==> config.mk <==
export PLATFORM = sky130hd
export DESIGN_NAME = aoc_top
export DESIGN_NICKNAME = d
export VERILOG_FILES = /design/src/rtl/aoc_pkg.sv /design/src/rtl/aoc_alarm.sv /design/src/rtl/aoc_top.sv
export VERILOG_INCLUDE_DIRS = /design/src /design/src/rtl
export SDC_FILE = /design/constraint.sdc
export NUM_CORES = 2
export LEC_CHECK = 0
export BUFFER_PORTS_ARGS = -buffer_cell sky130_fd_sc_hd__buf_2
export CORE_AREA = 4 4 316 318
export CTS_CLUSTER_DIAMETER = 200
export DETAILED_ROUTE_END_ITERATION = 10
export DIE_AREA = 0 0 320 322
export HOLD_SLACK_MARGIN = 0.03
export PLACE_DENSITY_LB_ADDON = 0.3
export SLEW_MARGIN = 0
export SYNTH_ARGS = -nofsm -noshare
export SYNTH_HDL_FRONTEND = slang
export SYNTH_SLANG_ARGS = --single-unit
==> constraint.sdc <==
create_clock -name sys_clk_i -period 6.4 [get_ports sys_clk_i]
set_clock_uncertainty 0.15 [all_clocks]
set_input_delay 1.28 -clock sys_clk_i [delete_from_list [all_inputs] [get_ports sys_clk_i]]
set_output_delay 1.28 -clock sys_clk_i [all_outputs]
set_load 0.01 [all_outputs]
==> src/rtl/aoc_defs.svh <==
`ifndef AOC_DEFS_SVH
`define AOC_DEFS_SVH

// Rate of the system clock and the seconds tick derived from it.
`define AOC_CLK_HZ        250000000
`define AOC_TICK_S        1
// Longest output timing setting, in seconds.
`define AOC_TIME_MAX_S    999
// Output modes.
`define AOC_MODE_OFF      2'h0
`define AOC_MODE_NO       2'h1
`define AOC_MODE_NC       2'h2
// Channel source selections.
`define AOC_SRC_NONE      3'h0
`define AOC_SRC_A1        3'h1
`define AOC_SRC_A2        3'h2
`define AOC_SRC_EITHER    3'h3
`define AOC_SRC_BOTH      3'h4
// Logic function.
`define AOC_FUNC_OR       1'h0
`define AOC_FUNC_AND      1'h1

`endif

==> src/rtl/aoc_pkg.sv <==
package aoc_pkg;
    typedef enum logic [3:0] {
        AOC_ST_OPEN       = 4'h1,
        AOC_ST_CLOSE_WAIT = 4'h2,
        AOC_ST_CLOSED     = 4'h4,
        AOC_ST_OPEN_WAIT  = 4'h8
    } aoc_state_t;
endpackage

==> src/rtl/aoc_alarm.sv <==
`timescale 1ns/100ps
`default_nettype none
`include "aoc_defs.svh"

// =====================================================================
// One threshold comparator with hysteresis
// =====================================================================
module aoc_alarm #(
    parameter int W = 16
) (
    input  wire logic         sys_clk_i,   // System clock
    input  wire logic         rst_n_i,     // Synchronised reset, low
    input  wire logic         sample_i,    // New measurement strobe
    input  wire logic [W-1:0] value_i,     // Displayed value, signed
    input  wire logic [W-1:0] thresh_i,    // Threshold, signed
    input  wire logic [W-1:0] hyst_i,      // Hysteresis, unsigned
    input  wire logic         under_i,     // One for under direction
    output logic              alarm_o      // Alarm state
);
    logic              alarm;
    logic              next_alarm;
    logic signed [W+1:0] v;
    logic signed [W+1:0] hi;
    logic signed [W+1:0] lo;

    // Widened so that thresholds near the range ends cannot wrap; no
    // range check is made, so such thresholds just pin the alarm.
    assign v  = (W+2)'(signed'(value_i));
    assign hi = (W+2)'(signed'(thresh_i)) + (W+2)'({2'h0, hyst_i});
    assign lo = (W+2)'(signed'(thresh_i)) - (W+2)'({2'h0, hyst_i});

    always_comb begin
        next_alarm = alarm;
        if (sample_i) begin
            if (!under_i) begin
                if (v > hi)
                    next_alarm = 1'b1;
                else if (v < lo || hyst_i == '0)
                    next_alarm = 1'b0;
            end else begin
                if (v < lo)
                    next_alarm = 1'b1;
                else if (v > hi || hyst_i == '0)
                    next_alarm = 1'b0;
            end
        end
    end

    always_ff @(posedge sys_clk_i or negedge rst_n_i) begin
        if (!rst_n_i)
            alarm <= 1'b0;
        else
            alarm <= next_alarm;
    end

    assign alarm_o = alarm;
endmodule
`default_nettype wire

==> src/rtl/aoc_top.sv <==
`timescale 1ns/100ps
`default_nettype none
`include "aoc_defs.svh"

module aoc_top import aoc_pkg::*; #(
    parameter int NCH      = 8,
    parameter int NOUT     = 2,
    parameter int W        = 16,
    parameter int TW       = 10,
    parameter int TICK_CYC = `AOC_CLK_HZ * `AOC_TICK_S
) (
    input  wire logic                sys_clk_i,     // 250 MHz clock
    input  wire logic                reset_n_i,     // Async reset, low
    input  wire logic                sample_i,      // New result strobe
    input  wire logic [NCH*W-1:0]    value_i,       // Values per channel
    input  wire logic [NCH*W-1:0]    thresh1_i,     // First thresholds
    input  wire logic [NCH*W-1:0]    thresh2_i,     // Second thresholds
    input  wire logic [NCH*W-1:0]    hyst1_i,       // First hysteresis
    input  wire logic [NCH*W-1:0]    hyst2_i,       // Second hysteresis
    input  wire logic [NCH-1:0]      first_alarm_direction_i,  // 1 under
    input  wire logic [NCH-1:0]      second_alarm_direction_i, // 1 under
    input  wire logic [NOUT*2-1:0]   mode_i,        // Output modes
    input  wire logic [NOUT-1:0]     func_i,        // 0 OR, 1 AND
    input  wire logic [NOUT*NCH*3-1:0] source_i,    // Source selections
    input  wire logic [NOUT*TW-1:0]  close_dly_i,   // Close delay, s
    input  wire logic [NOUT*TW-1:0]  open_dly_i,    // Open delay, s
    input  wire logic [NOUT*TW-1:0]  close_hold_i,  // Closed hold, s
    input  wire logic [NOUT*TW-1:0]  open_hold_i,   // Open hold, s
    output logic      [NCH-1:0]      alarm1_o,      // First alarms
    output logic      [NCH-1:0]      alarm2_o,      // Second alarms
    output logic      [NOUT-1:0]     active_o,      // Logical active
    output logic      [NOUT-1:0]     contact_o      // 1 contact closed
);
    // =================================================================
    // Reset release and seconds tick
    // =================================================================
    logic [1:0]  rst_sync;
    logic        rst_n;
    logic [31:0] tick_cnt;
    logic [31:0] next_tick_cnt;
    logic        tick;
    logic        next_tick;

    always_ff @(posedge sys_clk_i or negedge reset_n_i) begin
        if (!reset_n_i)
            rst_sync <= 2'h0;
        else
            rst_sync <= {rst_sync[0], 1'b1};
    end
    assign rst_n = rst_sync[1];

    always_comb begin
        next_tick     = 1'b0;
        next_tick_cnt = tick_cnt + 32'h1;
        if (tick_cnt >= 32'(TICK_CYC - 1)) begin
            next_tick_cnt = 32'h0;
            next_tick     = 1'b1;
        end
    end

    always_ff @(posedge sys_clk_i or negedge rst_n) begin
        if (!rst_n) begin
            tick_cnt <= 32'h0;
            tick     <= 1'b0;
        end else begin
            tick_cnt <= next_tick_cnt;
            tick     <= next_tick;
        end
    end

    // =================================================================
    // Channel alarms
    // =================================================================
    logic [NCH-1:0] al1;
    logic [NCH-1:0] al2;

    genvar c;
    generate
        for (c = 0; c < NCH; c++) begin : g_ch
            // Two independent comparators per channel.
            aoc_alarm #(.W(W)) u_a1 (
                .sys_clk_i (sys_clk_i),
                .rst_n_i   (rst_n),
                .sample_i  (sample_i),
                .value_i   (value_i[c*W +: W]),
                .thresh_i  (thresh1_i[c*W +: W]),
                .hyst_i    (hyst1_i[c*W +: W]),
                .under_i   (first_alarm_direction_i[c]),
                .alarm_o   (al1[c])
            );
            aoc_alarm #(.W(W)) u_a2 (
                .sys_clk_i (sys_clk_i),
                .rst_n_i   (rst_n),
                .sample_i  (sample_i),
                .value_i   (value_i[c*W +: W]),
                .thresh_i  (thresh2_i[c*W +: W]),
                .hyst_i    (hyst2_i[c*W +: W]),
                .under_i   (second_alarm_direction_i[c]),
                .alarm_o   (al2[c])
            );
        end
    endgenerate

    // =================================================================
    // Outputs
    // =================================================================
    genvar o;
    generate
        for (o = 0; o < NOUT; o++) begin : g_out
            logic [NCH-1:0] hit;
            logic [NCH-1:0] used;
            logic           cond;
            logic           want;
            logic [1:0]     mode;
            aoc_state_t     st;
            aoc_state_t     next_st;
            logic [TW:0]    acc;
            logic [TW:0]    next_acc;
            logic [TW-1:0]  hold;
            logic [TW-1:0]  next_hold;
            logic           act;
            logic           next_act;
            logic           con;
            logic           next_con;
            logic [TW-1:0]  cdly;
            logic [TW-1:0]  odly;

            assign mode = mode_i[o*2 +: 2];
            assign cdly = close_dly_i[o*TW +: TW];
            assign odly = open_dly_i[o*TW +: TW];

            always_comb begin
                for (int k = 0; k < NCH; k++) begin
                    used[k] = 1'b1;
                    case (source_i[(o*NCH+k)*3 +: 3])
                        `AOC_SRC_A1:     hit[k] = al1[k];
                        `AOC_SRC_A2:     hit[k] = al2[k];
                        `AOC_SRC_EITHER: hit[k] = al1[k] | al2[k];
                        `AOC_SRC_BOTH:   hit[k] = al1[k] & al2[k];
                        default: begin
                            hit[k]  = 1'b0;
                            used[k] = 1'b0;
                        end
                    endcase
                end
                if (func_i[o] == `AOC_FUNC_AND)
                    // Ignored channels do not block AND; none attached
                    // means never active.
                    cond = (used != '0) && ((hit | ~used) == '1);
                else
                    cond = (hit != '0);
                want = cond && (mode != `AOC_MODE_OFF);
            end

            // The delay is an up/down integrator: it counts up each second
            // the condition stands and down each second it lapses, so a
            // condition above half duty still reaches the delay.
            always_comb begin
                next_st   = st;
                next_acc  = acc;
                next_hold = hold;
                next_act  = act;
                if (tick && hold != '0)
                    next_hold = hold - 1'b1;
                case (st)
                    AOC_ST_OPEN: begin
                        next_acc = '0;
                        if (want && hold == '0) begin
                            if (cdly == '0) begin
                                next_st   = AOC_ST_CLOSED;
                                next_act  = 1'b1;
                                next_hold = close_hold_i[o*TW +: TW];
                            end else
                                next_st = AOC_ST_CLOSE_WAIT;
                        end
                    end
                    AOC_ST_CLOSE_WAIT: begin
                        if (tick) begin
                            if (want)
                                next_acc = acc + 1'b1;
                            else if (acc != '0)
                                next_acc = acc - 1'b1;
                            else
                                next_st = AOC_ST_OPEN;
                            if (want && acc + 1'b1 >= {1'b0, cdly}) begin
                                next_st   = AOC_ST_CLOSED;
                                next_act  = 1'b1;
                                next_hold = close_hold_i[o*TW +: TW];
                            end
                        end
                    end
                    AOC_ST_CLOSED: begin
                        next_acc = '0;
                        if (!want && hold == '0) begin
                            if (odly == '0) begin
                                next_st   = AOC_ST_OPEN;
                                next_act  = 1'b0;
                                next_hold = open_hold_i[o*TW +: TW];
                            end else
                                next_st = AOC_ST_OPEN_WAIT;
                        end
                    end
                    AOC_ST_OPEN_WAIT: begin
                        if (tick) begin
                            if (!want)
                                next_acc = acc + 1'b1;
                            else if (acc != '0)
                                next_acc = acc - 1'b1;
                            else
                                next_st = AOC_ST_CLOSED;
                            if (!want && acc + 1'b1 >= {1'b0, odly}) begin
                                next_st   = AOC_ST_OPEN;
                                next_act  = 1'b0;
                                next_hold = open_hold_i[o*TW +: TW];
                            end
                        end
                    end
                    default: begin
                        next_st  = AOC_ST_OPEN;
                        next_acc = '0;
                        next_act = 1'b0;
                    end
                endcase
                // Timings count whole seconds of the tick.
                if (mode == `AOC_MODE_OFF)
                    next_con = 1'b0;
                else if (mode == `AOC_MODE_NC)
                    next_con = ~next_act;
                else
                    next_con = next_act;
            end

            always_ff @(posedge sys_clk_i or negedge rst_n) begin
                if (!rst_n) begin
                    st   <= AOC_ST_OPEN;
                    acc  <= '0;
                    hold <= '0;
                    act  <= 1'b0;
                    con  <= 1'b0;
                end else begin
                    st   <= next_st;
                    acc  <= next_acc;
                    hold <= next_hold;
                    act  <= next_act;
                    con  <= next_con;
                end
            end
        end
    endgenerate

    // =================================================================
    // Registered outputs
    // =================================================================
    logic [NOUT-1:0] act_all;
    logic [NOUT-1:0] con_all;
    generate
        for (o = 0; o < NOUT; o++) begin : g_col
            assign act_all[o] = g_out[o].act;
            assign con_all[o] = g_out[o].con;
        end
    endgenerate

    always_ff @(posedge sys_clk_i or negedge rst_n) begin
        if (!rst_n) begin
            alarm1_o  <= '0;
            alarm2_o  <= '0;
            active_o  <= '0;
            contact_o <= '0;
        end else begin
            alarm1_o  <= al1;
            alarm2_o  <= al2;
            active_o  <= act_all;
            contact_o <= con_all;
        end
    end
endmodule
`default_nettype wire

== Word-level counts from Yosys, hierarchy flattened ==
Index checks and enable logic that the tools add are counted.

* Register bits: 125
* Input port bits: 793
* Output and inout bits: 20
* Logic and storage cells: 569

* $add $sub $neg: 39
* $lt $le $gt $ge: 37
* Eq/ne operators: 108
* Multiplexer cells: 196
* Bitwise gates (word level): 22
* Reduce and logical (&&, ||, !) cells: 134

{| class="wikitable"
|+ Operators with widths
! operator !! count
|-
| adder 16 x 17 -> 18 bit || 16
|-
| > comparator 16 x 18 -> 1 bit || 16
|-
| < comparator 16 x 18 -> 1 bit || 16
|-
| subtractor 16 x 17 -> 18 bit || 16
|-
| zero test 16 bit || 16
|-
| two-way mux 10 bit || 18
|-
| two-way mux 1 bit || 119
|-
| two-way mux 11 bit || 10
|-
| == test 3 x 2 -> 1 bit, second input constant || 32
|-
| two-way mux 4 bit || 22
|-
| case mux 10 bit (4 select lines) || 2
|-
| case mux 1 bit (4 select lines) || 18
|-
| OR reduction 4 bit || 16
|-
| zero test 10 bit || 6
|-
| == test 3 x 1 -> 1 bit, second input constant || 16
|-
| == test 3 bit, second input constant || 16
|-
| inequality test 3 x 1 -> 1 bit, second input constant || 16
|-
| AND reduction 3 bit || 16
|-
| nonzero test 3 bit || 16
|-
| greater-or-equal comparator 11 x 10 -> 1 bit || 4
|-
| case mux 11 bit (2 select lines) || 2
|-
| adder 32 x 1 -> 32 bit, second input constant || 1
|-
| greater-or-equal comparator 32 x 28 -> 1 bit, second input constant || 1
|-
| logical OR 1 bit || 32
|-
| other kinds (28) || 93
|}

== Logic depth before layout (Yosys ltp) ==
* Depth in word-level cells: 17
* Gate-level depth with buffers: 23
* Mapped depth without buffers: 23

== Cells and area by module ==
From an unflattened synthesis, not the netlist that was laid out.

* Cells, all modules: 6418
* Area total of the unflattened synthesis: 48714.2 um^2

{| class="wikitable"
|+ Modules (own cells, without submodules)
! module !! instances !! cells each !! area each (um^2) !! seq. area each (um^2)
|-
| aoc_alarm at g_ch[0].u_a2 ... || 13 || 341 || 2528.7 || 25.0
|-
| aoc_top || 1 || 1040 || 8750.9 || 2730.1
|-
| aoc_alarm at g_ch[0].u_a1 ... || 3 || 315 || 2363.5 || 25.0
|}

== Worst setup path after synthesis ==
No wires, ideal clock.

* Path type: input -> register
* Start point: input thresh1_i[48]
* End point: register g_ch[3].u_a1.alarm
* Library setup time: 0.121 ns
* Data arrival time: 5.361 ns
* Data required time: 6.129 ns
* Slack: 0.768 ns
* Stages: 22
* Buffers on the path: 0
* Cell sequence: inv_1 -> ha_1 -> inv_1 -> fa_1 -> a21o_1 -> a21oi_1 -> o21ai_0 -> a311o_1 -> a2111oi_2 -> nor3_1 -> a2111oi_0 -> o21ai_0 -> xnor2_1 -> ha_1 -> nand2_1 -> nand3b_1 -> or3b_2 -> nor3_1 -> o31ai_1 -> mux2i_1 -> o21ai_0 -> a22o_1

* Word-level cells in the longest chain between the ends: 5
* Elaborated cells between the ends (all ways): 12
* Classes of those cells: add/sub: 2; order compare: 2; eq/ne: 1; mux: 3; reduce/logical: 4

{| class="wikitable"
|+ Ends and longest elaborated chain
! item !! RTL line !! text
|-
| from (decl) || aoc_top.sv:16 || <nowiki>input wire logic [NCH*W-1:0] thresh1_i,</nowiki>
|-
| adder 16 x 17 -> 18 bit / subtractor 16 x 17 -> 18 bit (equally long branches) || aoc_alarm.sv:29, aoc_alarm.sv:30 ||
|-
| > comparator 16 x 18 -> 1 bit / < comparator 16 x 18 -> 1 bit (equally long branches) || n/a ||
|-
| logical OR 1 bit, on equally long branches || aoc_alarm.sv:43, aoc_alarm.sv:38 ||
|-
| inequality test 3 x 1 -> 1 bit (no source line) / nonzero test 3 bit (equally long branches) || n/a ||
|-
| AND reduction 3 bit (no source line) || n/a ||
|-
| to (signal assigned) || aoc_alarm.sv:53 || <nowiki>alarm <= next_alarm;</nowiki>
|-
| to (decl) || aoc_alarm.sv:20 || <nowiki>logic alarm;</nowiki>
|}

Parallel ways exist; a longest one is shown, timed or not.
A chain may end at the register's enable or synchronous reset.

== Worst setup path after layout ==
Same ends and word-level chain as after synthesis.

==> reports/metrics.csv <==
stage,metric,value,unit
drt,remaining antenna violation count after routing,0,
die,die width,320,microns
cts,Post CTS Setup Buffer Count,0,
grt,total gr overflow,0,
yosys,Yosys Warn Count,0,
sta,pins over their slew limit,0,
placed_design,dpl cells,8019,
cts,"Clk Latency, worst-skew pair",480,ps
yosys,Synth Flop Type,dfrtp_1,
placed_design,gpl congestion,0.962,
grt,GR Util All Layers,28.8,%
power,Sw Share,48.5,%
cts,Clock Tree Buf Depth,2,
cts,post_cts resized,0,
power,VDD IR max,0.000142,V
drt,met3 routed WL,11.3,mm
critical_path,Worst Path Required,6630,ps
yosys,post-synthesis mux area share,0.837,%
cts,"Hold-fix buffers, CTS",0,
yosys,Syn Area/Cell,7.61,sq um
cells_and_area,layout cells sized above 1,13.7,%
drt,drt total wl,156,mm
power,leakage,25.9,nW
critical_path,Setup CP Type,in -> reg,
cells_and_area,footprint of the multi-input gates,39800,sq um
sta,worst slew pin tran,1170,ps
yosys,Post-Synth Adder-Cell Area,32.3,%
placed_design,number of port buffers,812,
sta,final setup fails,0,
yosys,Compound-Gate Fraction of Synth Area,23.3,%
sta,setup TNS,0,ps
cells_and_area,final net count,8722,
sta,Final Hold Vio Count,0,
yosys,"Seq/Total Area, Yosys",6.82,%
cts,"CTS clk-pin slew, worst paths",80,ps
placed_design,hpwl dp,137,mm
min_path,Hold Crit Class,reg -> reg,
die,initial core utilization,47.5,%
placed_design,Post-DP Area,51200,sq um
cells_and_area,fin area,52000,sq um
critical_path,crit-path cells,buf_2 -> inv_1 -> ha_1 -> inv_1 -> fa_1 -> a21o_1 -> a21oi_1 -> o21ai_0 -> a311o_1 -> a2111oi_2 -> nor3_1 -> a2111oi_0 -> o21ai_0 -> xnor2_1 -> ha_1 -> nand2_1 -> nand3b_1 -> or3b_2 -> nor3_1 -> o31ai_1 -> mux2i_1 -> o21ai_0 -> a22o_1,
yosys,Syn Inst Count,6033,
drt,Starting DRT DRC Count,2893,
critical_path,Worst Setup Start Kind,primary input,
yosys,simple-gate portion of the synthesized area,19.8,%
yosys,post-synthesis xor/xnor area fraction,10.4,%
drt,via count,46841,
grt,vias in the first global route,44790,
critical_path,Worst path slowest cell,or3b_2,
power,Gate power share,70.9,%
critical_path,most frequent CP cell,o21ai_0,
yosys,Async SR Flop Fraction,100,%
sta,fmax,173,MHz
cells_and_area,register area,3130,sq um
critical_path,critical path's top delay family,compound AO/OA/AOI/OAI gates,
drt,wire per inst,19.2,microns
die,Die ar.,103000,sq um
cts,Sink Count,125,
cells_and_area,post-layout util,53.8,%
drt,Vias/cell,5.76,
grt,initial antenna violation count,118,
cts,CTS buffer count,17,
yosys,post-synth cell types,93,
power,NetSw,3.90,mW
die,# IOs,813,
drt,TritonRoute pass-1 iters,5,
drt,Met2 Wirelength,73.9,mm
sta,RSZ-0062 raised after global routing,false,
sta,Slew HR,21.2,%
sta,final setup margin,631,ps
yosys,Syn Std Cell Area,45900,sq um
power,P_int,4.14,mW
power,Pwr Density,155,nW/um^2
sta,crit share post-route,90.1,%
run,Max Cap Viol,0,
run_status,outcome,"complete, no violations",
yosys,Post-synth EDFFs,0,
cells_and_area,"non-filler cells, final",8138,
sta,Final min period,5770,ps
cts,Root Buffer,clkbuf_16,
critical_path,Worst setup EP type,register,
critical_path,critical-path maximum fanout,3,
die,Core ar.,96600,sq um
critical_path,CP arrival,6000,ps
power,Clk pwr share,13.5,%
power,part of the power in registers,15.7,%
critical_path,"slowest stage delay, CP",480,ps
critical_path,Worst Path Buf+Inv,3,
yosys,Seq cells post-synth,125,
sta,hold slack,207,ps
drt,Post-Route M1 WL,65.4,mm
cells_and_area,Syn-to-layout area delta,13.3,%
drt,Highest Signal Layer,met5,
drt,DRC viols,0,
grt,largest net degree at the start of global routing,66,
die,FP Rows,114,
cells_and_area,filler instances,9406,
yosys,main combinational cell family by area after synthesis,adder cells,
cts,TritonCTS clock tree,done,
cts,H-tree depth,4,
power,total power,8.04,mW
die,DIE HEIGHT,322,microns
grt,first-pass GRT wire length,240,mm
placed_design,pre-CTS WS,161,ps
-- power groups by stage --
stage,logic (mW),clock network [mW],registers [mW]
6_report,5.70,1.08,1.26
5_1_grt,6.44,1.14,1.29
4_1_cts,5.67,1.11,1.26
3_5_place_dp,5.63,0,1.27
3_3_place_gp,5.49,0,1.27
2_1_floorplan,4.18,0,1.08
-- synth_stat cells, drive strengths merged (123+ instances only) --
cell,instances,area [sq um]
a21o,127,953
a21oi,444,2220
dfrtp,123,3080
ha,1135,14200
inv,657,2470
nand2,238,893
nand2b,177,1110
nand3,143,716
nor2,466,1750
nor2b,175,1090
nor3,141,706
nor4,125,788
o21ai,339,1700
xnor2,423,3700
xor2,124,1090
-- cells by family (layout without fill, tap and decap cells) --
group / count (synthesis) / in the layout
AO/OA/AOI/OAI: 1619 / 1619
XOR/XNOR: 547 / 547
adder cells (fa/ha/maj): 1167 / 1167
buffers and inverters: 779 / 1518
flip-flops: 125 / 125
multiplexers: 36 / 36
other: 2 / 92
AND/OR/NAND/NOR: 1758 / 1758
-- routing by layer --
metal	GRT usage, %	up-vias
met4	10.9	58
met5	0	-
met1	34.7	21780
met3	6.86	314
li1	-	23357
met2	49.8	1332
-- flip-flops by register name (all words and copies together) (netlist names) --
name,count
g_ch.u_a1.alarm_o,8
tick_cnt,32
g_out.act,2
g_out.acc,22
active_o,2
contact_o,2
g_ch.u_a2.alarm_o,8
tick,1
alarm1_o,8
g_out.hold,20
g_out.con,2
g_out.st,8
rst_sync,2
alarm2_o,8
-- worst paths after layout --
kind,from,end,slack (ps),cells past startpoint
worst min register to register,g_out[1].con$_DFF_PN0_,contact_o[1]$_DFF_PN0_,210,0
worst max register to register,g_out[0].acc[0]$_DFFE_PN0P_,g_out[0].con$_DFF_PN0_,2130,13
min in group asynchronous,rst_sync[1]$_DFF_PN0_,g_ch[7].u_a1.alarm_o$_DFFE_PN0P_,360,0
max in group asynchronous,rst_sync[1]$_DFF_PN0_,g_out[0].acc[3]$_DFFE_PN0P_,4220,1
worst min-delay path,g_out[1].con$_DFF_PN0_,contact_o[1]$_DFF_PN0_,210,0
worst max-delay path,thresh1_i[48],g_ch[3].u_a1.alarm_o$_DFFE_PN0P_,630,23
-- final cells by class --
cell class / count / area share [%]
antenna: 87 / 0.419
clock buffer: 20 / 0.859
clock inverter: 12 / 0.308
inverter: 664 / 4.79
multi-input combinational: 5132 / 76.6
sequential: 125 / 6.03
tap: 1276 / 3.07
timing repair buffer: 822 / 7.96
-- layout by cell type (no fill, tap or decap), types with 32 or more instances in the layout --
cell type  instances
nand4_1          110
nand2_1          238
a21oi_1          444
ha_1            1135
o21bai_1          99
inv_1            657
o21ai_0          333
a21o_1           127
o41ai_1           51
fa_1              32
nand3_1          143
xnor2_1          423
diode_2           87
o2111ai_1         32
o21a_1            60
buf_2            812
dfrtp_1          122
o22ai_1           42
xor2_1           124
a31o_2            39
nor2_1           466
nor2b_1          175
nor3_1           141
nor4_1           124
a211oi_1          47
nand2b_1         177
Note: power is estimated with default switching activity, not from simulation.
